`src/hw/tst_consts.vh`:
```
// Register offsets, field layouts and reset values for the secondary thresholds.
`ifndef TST_CONSTS_VH
`define TST_CONSTS_VH
`define TST_NOISE_A_ADDR   8'h38
`define TST_NOISE_B_ADDR   8'h39
`define TST_LID_A_ADDR     8'h3A
`define TST_LID_B_ADDR     8'h3B
`define TST_LID_C_ADDR     8'h3C
`define TST_LID_D_ADDR     8'h3D
`define TST_MAIN_TH_BASE   8'h30
`define TST_MAIN_TH_LAST   8'h37
`define TST_CTRL_ADDR      8'h40
`define TST_LID_STAT0_ADDR 8'h41
`define TST_LID_STAT1_ADDR 8'h42
`define TST_IRQ_STAT0_ADDR 8'h43
`define TST_IRQ_STAT1_ADDR 8'h44
`define TST_IRQ_MASK0_ADDR 8'h45
`define TST_IRQ_MASK1_ADDR 8'h46
`define TST_NOISE_RST      8'hAA
`define TST_LID_RST        8'hAA
`define TST_LID_D_RST      8'h0A
`define TST_LID_D_MASK     8'h0F
`define TST_MAIN_TH_RST    7'h40
`define TST_CTRL_RST       8'h00
`define TST_CTRL_NOISE_OFF 0
`define TST_NCHAN          14
`define TST_NMAIN          8
`define TST_GROUP_FIRST    7
`define TST_FRAC_W         2
`define TST_TH_W           7
`define TST_DELTA_W        8
`endif

```
`src/hw/tst_secondary_thresholds.v`:
```
// Secondary noise and lid closure thresholds for fourteen touch channels.
//
// Behaviour
// - Delta above noise but not main threshold is a noise spike, skipped.
// - Noise filter off bit stops the skipping of noise spikes.
// - Noise fraction code gives 6.25, 12.5, 25 (reset) or 50 percent.
// - Noise register A: sensors 4,3,2,1 in bits 7-6,5-4,3-2,1-0.
// - Noise register B: group 7-6, sensors 7,6,5 below.
// - Delta above lid threshold sets that channel's lid status bit.
// - Lid fraction code gives 6.25, 12.5, 25 (reset) or 50 percent.
// - Lid register A: sensors 4,3,2,1 in bits 7-6,5-4,3-2,1-0.
// - Lid register B: sensors 8,7,6,5 in bits 7-6,5-4,3-2,1-0.
// - Lid register C: sensors 12,11,10,9 in bits 7-6 down to 1-0.
// - Lid register D: sensors 14, 13 in bits 3-2, 1-0; reset 0Ah.
// - Main thresholds are 7-bit, reset 40h; touch when delta exceeds.
//
// The strobed register port was decided locally.
`timescale 1ns/1ps
`include "tst_consts.vh"
module tst_secondary_thresholds (
    input  wire                              ref_clk,
    input  wire                              sys_rst,
    input  wire [7:0]                        regAddr,
    input  wire [7:0]                        regWdata,
    input  wire                              regWrite,
    input  wire                              regRead,
    output reg  [7:0]                        regRdata,
    input  wire                              sampleValid,
    input  wire [`TST_NCHAN*`TST_DELTA_W-1:0] deltaBus,
    output reg  [`TST_NCHAN-1:0]             touchOut,
    output reg  [`TST_NCHAN-1:0]             noiseSpike,
    output reg  [`TST_NCHAN-1:0]             recalUse,
    output reg                               sampleDone,
    output wire                              irqOut
);
    // Configuration registers.
    reg  [7:0]            noiseA_q;
    reg  [7:0]            noiseB_q;
    reg  [7:0]            lidA_q;
    reg  [7:0]            lidB_q;
    reg  [7:0]            lidC_q;
    reg  [7:0]            lidD_q;
    reg  [7:0]            ctrl_q;
    reg  [`TST_TH_W-1:0]  mainTh_q [0:`TST_NMAIN-1];
    // Sticky status: lid closure per channel, and interrupt events.
    reg  [`TST_NCHAN-1:0] lidStat_q;
    reg  [`TST_NCHAN-1:0] irqStat_q;
    reg  [`TST_NCHAN-1:0] irqMask_q;

    wire [`TST_NCHAN*`TST_FRAC_W-1:0] noiseFracBus;
    wire [`TST_NCHAN*`TST_FRAC_W-1:0] lidFracBus;
    wire [`TST_NCHAN-1:0]             touchHit;
    wire [`TST_NCHAN-1:0]             noiseHit;
    wire [`TST_NCHAN-1:0]             lidHit;
    wire                              noiseOff;

    // The grouped sensors 8-14 all share one noise fraction and the group
    // main threshold; sensors 1-7 each have their own.
    assign noiseFracBus = {{(`TST_NCHAN-`TST_GROUP_FIRST){noiseB_q[7:6]}},
                           noiseB_q[5:0], noiseA_q};
    assign lidFracBus   = {lidD_q[3:0], lidC_q, lidB_q, lidA_q};
    assign noiseOff     = ctrl_q[`TST_CTRL_NOISE_OFF];

    // One comparator set per channel.
    genvar gi;
    generate
        for (gi = 0; gi < `TST_NCHAN; gi = gi + 1) begin : gChan
            tst_chan_compare uCmp (
                .delta     (deltaBus[gi*`TST_DELTA_W +: `TST_DELTA_W]),
                .mainTh    (mainTh_q[(gi < `TST_GROUP_FIRST) ? gi
                                     : `TST_NMAIN-1]),
                .noiseFrac (noiseFracBus[gi*`TST_FRAC_W +: `TST_FRAC_W]),
                .lidFrac   (lidFracBus[gi*`TST_FRAC_W +: `TST_FRAC_W]),
                .touchHit  (touchHit[gi]),
                .noiseHit  (noiseHit[gi]),
                .lidHit    (lidHit[gi])
            );
        end
    endgenerate

    // Write-one-to-clear masks for the sticky registers.
    wire [`TST_NCHAN-1:0] lidClr;
    wire [`TST_NCHAN-1:0] irqClr;
    wire [`TST_NCHAN-1:0] lidSet;
    assign lidClr = {
        (regWrite && regAddr == `TST_LID_STAT1_ADDR) ? regWdata[6:0] : 7'h00,
        (regWrite && regAddr == `TST_LID_STAT0_ADDR) ? regWdata[6:0] : 7'h00};
    assign irqClr = {
        (regWrite && regAddr == `TST_IRQ_STAT1_ADDR) ? regWdata[6:0] : 7'h00,
        (regWrite && regAddr == `TST_IRQ_STAT0_ADDR) ? regWdata[6:0] : 7'h00};
    assign lidSet = sampleValid ? lidHit : {`TST_NCHAN{1'b0}};

    // Register writes; unmapped addresses are ignored.
    integer i;
    always @(posedge ref_clk) begin
        if (sys_rst) begin
            noiseA_q <= `TST_NOISE_RST;
            noiseB_q <= `TST_NOISE_RST;
            lidA_q   <= `TST_LID_RST;
            lidB_q   <= `TST_LID_RST;
            lidC_q   <= `TST_LID_RST;
            lidD_q   <= `TST_LID_D_RST;
            ctrl_q   <= `TST_CTRL_RST;
            for (i = 0; i < `TST_NMAIN; i = i + 1) begin
                mainTh_q[i] <= `TST_MAIN_TH_RST;
            end
        end else if (regWrite) begin
            if (regAddr == `TST_NOISE_A_ADDR) begin
                noiseA_q <= regWdata;
            end else if (regAddr == `TST_NOISE_B_ADDR) begin
                noiseB_q <= regWdata;
            end else if (regAddr == `TST_LID_A_ADDR) begin
                lidA_q <= regWdata;
            end else if (regAddr == `TST_LID_B_ADDR) begin
                lidB_q <= regWdata;
            end else if (regAddr == `TST_LID_C_ADDR) begin
                lidC_q <= regWdata;
            end else if (regAddr == `TST_LID_D_ADDR) begin
                lidD_q <= regWdata & `TST_LID_D_MASK;
            end else if (regAddr == `TST_CTRL_ADDR) begin
                ctrl_q <= regWdata;
            end else if (regAddr >= `TST_MAIN_TH_BASE &&
                         regAddr <= `TST_MAIN_TH_LAST) begin
                mainTh_q[regAddr[2:0]] <= regWdata[6:0];
            end
        end
    end

    // Sticky status; a set in the same cycle as its clear wins, so an
    // event is never lost to a racing software clear.
    always @(posedge ref_clk) begin
        if (sys_rst) begin
            lidStat_q <= {`TST_NCHAN{1'b0}};
            irqStat_q <= {`TST_NCHAN{1'b0}};
            irqMask_q <= {`TST_NCHAN{1'b0}};
        end else begin
            lidStat_q <= (lidStat_q & ~lidClr) | lidSet;
            irqStat_q <= (irqStat_q & ~irqClr) | lidSet;
            if (regWrite && regAddr == `TST_IRQ_MASK0_ADDR) begin
                irqMask_q[6:0] <= regWdata[6:0];
            end else if (regWrite && regAddr == `TST_IRQ_MASK1_ADDR) begin
                irqMask_q[13:7] <= regWdata[6:0];
            end
        end
    end

    // Level interrupt: any unmasked lid event pending.
    assign irqOut = |(irqStat_q & irqMask_q);

    // Per-sample classification, registered one cycle after sampleValid.
    // Noise spikes leave recalibration averaging unless filtering is off.
    always @(posedge ref_clk) begin
        if (sys_rst) begin
            touchOut   <= {`TST_NCHAN{1'b0}};
            noiseSpike <= {`TST_NCHAN{1'b0}};
            recalUse   <= {`TST_NCHAN{1'b0}};
            sampleDone <= 1'b0;
        end else begin
            sampleDone <= sampleValid;
            if (sampleValid) begin
                touchOut   <= touchHit;
                noiseSpike <= noiseHit;
                recalUse   <= noiseOff ? {`TST_NCHAN{1'b1}}
                                       : ~noiseHit;
            end
        end
    end

    // Read data, valid in the cycle after the read strobe; unmapped reads 0.
    always @(posedge ref_clk) begin
        if (sys_rst) begin
            regRdata <= 8'h00;
        end else if (regRead) begin
            if (regAddr == `TST_NOISE_A_ADDR) begin
                regRdata <= noiseA_q;
            end else if (regAddr == `TST_NOISE_B_ADDR) begin
                regRdata <= noiseB_q;
            end else if (regAddr == `TST_LID_A_ADDR) begin
                regRdata <= lidA_q;
            end else if (regAddr == `TST_LID_B_ADDR) begin
                regRdata <= lidB_q;
            end else if (regAddr == `TST_LID_C_ADDR) begin
                regRdata <= lidC_q;
            end else if (regAddr == `TST_LID_D_ADDR) begin
                regRdata <= lidD_q;
            end else if (regAddr == `TST_CTRL_ADDR) begin
                regRdata <= ctrl_q;
            end else if (regAddr == `TST_LID_STAT0_ADDR) begin
                regRdata <= {1'b0, lidStat_q[6:0]};
            end else if (regAddr == `TST_LID_STAT1_ADDR) begin
                regRdata <= {1'b0, lidStat_q[13:7]};
            end else if (regAddr == `TST_IRQ_STAT0_ADDR) begin
                regRdata <= {1'b0, irqStat_q[6:0]};
            end else if (regAddr == `TST_IRQ_STAT1_ADDR) begin
                regRdata <= {1'b0, irqStat_q[13:7]};
            end else if (regAddr == `TST_IRQ_MASK0_ADDR) begin
                regRdata <= {1'b0, irqMask_q[6:0]};
            end else if (regAddr == `TST_IRQ_MASK1_ADDR) begin
                regRdata <= {1'b0, irqMask_q[13:7]};
            end else if (regAddr >= `TST_MAIN_TH_BASE &&
                         regAddr <= `TST_MAIN_TH_LAST) begin
                regRdata <= {1'b0, mainTh_q[regAddr[2:0]]};
            end else begin
                regRdata <= 8'h00;
            end
        end else begin
            regRdata <= 8'h00;
        end
    end
endmodule

```
`src/hw/tst_frac_scale.v`:
```
// Scales a main threshold by a 2-bit fraction code.
`timescale 1ns/1ps
`include "tst_consts.vh"
module tst_frac_scale (
    input  wire [`TST_TH_W-1:0]   mainTh,
    input  wire [`TST_FRAC_W-1:0] fracCode,
    output reg  [`TST_TH_W-1:0]   derivedTh
);
    // Codes 00..11 shift by 4, 3, 2, 1 (6.25%, 12.5%, 25%, 50%).
    always @* begin
        case (fracCode)
            2'h0: derivedTh = mainTh >> 4;
            2'h1: derivedTh = mainTh >> 3;
            2'h2: derivedTh = mainTh >> 2;
            default: derivedTh = mainTh >> 1;
        endcase
    end
endmodule

```
`src/hw/tst_chan_compare.v`:
```
// Per-channel comparison of a delta against main, noise and lid thresholds.
`timescale 1ns/1ps
`include "tst_consts.vh"
module tst_chan_compare (
    input  wire [`TST_DELTA_W-1:0] delta,
    input  wire [`TST_TH_W-1:0]    mainTh,
    input  wire [`TST_FRAC_W-1:0]  noiseFrac,
    input  wire [`TST_FRAC_W-1:0]  lidFrac,
    output wire                    touchHit,
    output wire                    noiseHit,
    output wire                    lidHit
);
    wire [`TST_TH_W-1:0] noiseTh;
    wire [`TST_TH_W-1:0] lidTh;

    tst_frac_scale uNoise (
        .mainTh    (mainTh),
        .fracCode  (noiseFrac),
        .derivedTh (noiseTh)
    );
    tst_frac_scale uLid (
        .mainTh    (mainTh),
        .fracCode  (lidFrac),
        .derivedTh (lidTh)
    );

    // Strict greater-than: equal to a threshold is not exceeding it.
    assign touchHit = delta > {1'b0, mainTh};
    assign noiseHit = (delta > {1'b0, noiseTh}) && !touchHit;
    assign lidHit   = delta > {1'b0, lidTh};
endmodule

```
`config.mk`:
```
export PLATFORM = sky130hd
export DESIGN_NAME = tst_secondary_thresholds
export DESIGN_NICKNAME = d
export VERILOG_FILES = /design/src/hw/tst_secondary_thresholds.v /design/src/hw/tst_frac_scale.v /design/src/hw/tst_chan_compare.v
export VERILOG_INCLUDE_DIRS = /design/src /design/src/hw
export SDC_FILE = /design/constraint.sdc
export NUM_CORES = 1
export LEC_CHECK = 0
export BUFFER_PORTS_ARGS = -buffer_cell sky130_fd_sc_hd__buf_4
export CAP_MARGIN = 20
export CORE_MARGIN = 1
export CORE_UTILIZATION = 60
export DETAILED_ROUTE_END_ITERATION = 7
export PLACE_DENSITY = 0.83
export REMOVE_ABC_BUFFERS = 1
export SLEW_MARGIN = 0
export SYNTH_ARGS = -nofsm -noshare
export SYNTH_HDL_FRONTEND = slang
export SYNTH_SLANG_ARGS = --single-unit
```
`constraint.sdc`:
```
create_clock -name ref_clk -period 4.2 [get_ports ref_clk]
set_input_delay 0.63 -clock ref_clk [delete_from_list [all_inputs] [get_ports ref_clk]]
set_output_delay 0.63 -clock ref_clk [all_outputs]
set_load 0.01 [all_outputs]
```
==> flow_summary.json <==
{
  "ant_nets": 0,
  "powerDensity_mw_per_mm2": 277,
  "synthDominantCellAreaShare_pct": 19.0,
  "totalWireLength_mm": 56.5,
  "worst_pin_slew_ns": 1.26,
  "max_stage_delay_ns": 0.66,
  "seq_area_frac_synth_pct": 26.1,
  "p_leak_nw": 8.70,
  "synth_simple_gate_area_share_pct": 17.5,
  "clock_sink_count": 201,
  "wire_per_inst_um": 21.9,
  "dp_slack_ns": 0.820,
  "drive_gt1_share_pct": 13.6,
  "postCtsHoldBufs": 0,
  "skew_ns": 0.0127,
  "grt_pass1_vias": 16300,
  "grt_overflow": 0,
  "crit_chain": "inv_1, o21ai_0, o21ai_0, buf_4, ha_1, and4_1, a31oi_1, o31a_1, o21ai_0, o221a_2",
  "clock_latency_ns": 0.52,
  "die_area_mm2": 0.0299,
  "synth-seq-cells": 201,
  "cts_tree": "yes",
  "core_region_area_mm2": 0.0287,
  "antenna_found_initial": 0,
  "grt_max_degree": 64,
  "power.total_w": 0.00547,
  "place_congestion": 1.04,
  "post-route-min-period_ns": 3.34,
  "die_w_um": 173,
  "required_ns": 4.61,
  "synthFlopType": "dfxtp_1",
  "path_buf_inv": 2,
  "slew_headroom_pct": 15.3,
  "wl_met2_mm": 25.1,
  "worstHoldPathType": "primary input to register",
  "wl_met3_mm": 6.23,
  "mostFrequentLayoutCells": "ha_1, nand2_1, buf_4, mux2i_1, dfxtp_1",
  "fin_nets": 2576,
  "cp_max_fo": 23,
  "synth_fa_ha_area_share_pct": 19.0,
  "avgViaCountPerCell": 6.64,
  "start_util_pct": 61.2,
  "areaGrowthSynthToFinish_pct": 12.7,
  "finalInstanceArea_mm2": 0.0198,
  "status": "finished clean",
  "synth_top_family_by_area": "compound AO/OA/AOI/OAI gates",
  "syn_area_mm2": 0.0176,
  "ys_warn_count": 0,
  "setup.worst_path.end_class": "register",
  "grt.total_usage_pct": 37.1,
  "slew_viol_final": 0,
  "netlist_instances": 2081,
  "crit_type": "register to register",
  "synth_xor_area_share_pct": 0,
  "met1_length_mm": 22.0,
  "rsz0062_at_grt": "no",
  "ctsRootBufferMaster": "clkbuf_16",
  "async_flop_share_pct": 0,
  "die_height_um": 173,
  "layout_commonest_cell": "ha_1",
  "netlist_top_cells_area": "ha_1, dfxtp_1, edfxtp_1, mux2i_1, nand2_1",
  "n_antenna_cell": 0,
  "cp_slowest_cell": "inv_1",
  "postCtsSetupRepairBufs": 0,
  "cts_max_level": 1,
  "cts.repair.resized": 0,
  "yosysUniqueCellTypes": 62,
  "cts-buffers-inserted": 23,
  "crit_family": "compound AO/OA/AOI/OAI gates",
  "final-hold-violation-count": 0,
  "vias": 17100,
  "postPlaceCellArea_mm2": 0.0190,
  "io-pin-count": 185,
  "synth_mux_area_share_pct": 12.0,
  "hpwl_mm": 42.2,
  "synth_compound_area_share_pct": 19.8,
  "fin_tns_setup_ns": 0,
  "drc": 0,
  "synth_edf_count": 56,
  "final.setup.worst_slack_ns": 0.857,
  "avgSynthCellArea_um2": 8.43,
  "maxUsedRoutingLayer": "met4",
  "cp-start-kind": "register",
  "yosysTopAreaCell": "ha_1",
  "fillers": 2295,
  "fmax_mhz": 299,
  "clk_pin_slew_ns": 0.06,
  "placementRows": 62,
  "setup_viol": 0,
  "dr.pass1.iters": 6,
  "portBuffers": 184,
  "cts_buffer_depth": 3,
  "peakVddDrop_uv": 245,
  "drv_cap": 0,
  "drt_iter0_drc": 2079,
  "grt_pass1_wl_mm": 88.9,
  "path_common_cell": "o21ai_0",
  "fin_crit_sh_pct": 79.6,
  "critPathArrivalTime_ns": 3.75
}
==> routing by layer <==
metal | up-vias | GRT usage, %
li1 | 7878 | -
met2 | 1052 | 59.9
met1 | 7933 | 47.4
met3 | 246 | 6.82
met4 | 0 | 18.8
met5 | - | 0
==> power by group <==
group	internal (W)	total (W)	leakage [nW]	switching, W
combinational	0.000560	0.00128	6.63	0.000725
sequential	0.00208	0.00219	1.72	0.000112
clock	0.00116	0.00200	0.350	0.000836
total	0.00380	0.00547	8.70	0.00167
==> logic make-up after synthesis <==
group                      after synthesis
DFF                                    201
AOI/OAI and AO/OA                      549
adders and majority gates              266
and+or+nand+nor                        631
buffers and inverters                  245
muxes                                  189
==> worst register-to-register path, delay by kind of cell, from the launching register on <==
| kind | cells | cell delay (ns) |
|---|---|---|
| AOI/OAI and AO/OA | 6 | 1.33 |
| adders and majority gates | 1 | 0.25 |
| buffers and inverters | 2 | 0.90 |
| DFF | 1 | 0.57 |
| and+or+nand+nor | 1 | 0.19 |
==> Yosys cell counts (8+ instances only) <==
cell type	number
ha_1	266
nand2_1	214
mux2i_1	166
dfxtp_1	145
o21ai_0	143
nor2_1	139
a21oi_1	133
clkbuf_1	114
inv_1	103
nand3_1	75
edfxtp_1	56
nor2b_1	53
nor3_1	53
a211oi_1	42
o21a_1	42
o211ai_1	41
o22ai_1	27
mux4_2	17
o31ai_1	17
a31oi_1	16
nand2b_1	16
nand4_1	16
buf_2	15
a22oi_1	12
or3_1	10
a211o_1	9
and4_1	9
o221a_2	9
a2111oi_0	8
nor3b_1	8
o22a_1	8
==> stage by stage <==
step                hold WS (ns)  util, %  std cells
finish                     0.428     68.9       2577
CTS                        0.422     68.9       2577
detailed placement         0.457     66.4       2536
global placement           0.456     66.4       2536
floorplan                  0.421        -       1940
global route               0.428     68.9       2577
==> final timing paths <==
check	start	end	slack (ns)	cells past startpoint
max reg2reg	mainTh_q[7][6]$_SDFFCE_PN1P_	recalUse[13]$_SDFFE_PP0P_	0.86	10
min	regWdata[7]	noiseA_q[7]$_SDFFE_PP1P_	0.43	3
min reg2reg	lidStat_q[9]$_SDFF_PP0_	lidStat_q[9]$_SDFF_PP0_	0.47	2
max	mainTh_q[7][6]$_SDFFCE_PN1P_	recalUse[13]$_SDFFE_PP0P_	0.86	10
==> cell type report <==
| cell class | count | area [um^2] | share of cell area [%] |
|---|---|---|---|
| Multi-Input combinational cell | 1635 | 12000 | 60.7 |
| Sequential cell | 201 | 4580 | 23.2 |
| Timing Repair Buffer | 212 | 1590 | 8.05 |
| Clock buffer | 35 | 671 | 3.39 |
| Tap cell | 384 | 480 | 2.43 |
| Inverter | 104 | 390 | 1.97 |
| Clock inverter | 6 | 62.6 | 0.316 |
==> sequential cells by signal (all words and copies together) (netlist names) <==
signal	count
ctrl_q	8
noiseSpike	14
noiseA_q	8
noiseB_q	8
irqMask_q	14
lidC_q	8
irqStat_q	14
lidB_q	8
regRdata	8
lidStat_q	14
lidD_q	4
mainTh_q	56
recalUse	14
touchOut	14
lidA_q	8
sampleDone	1
(Power assumes the default switching activity.)
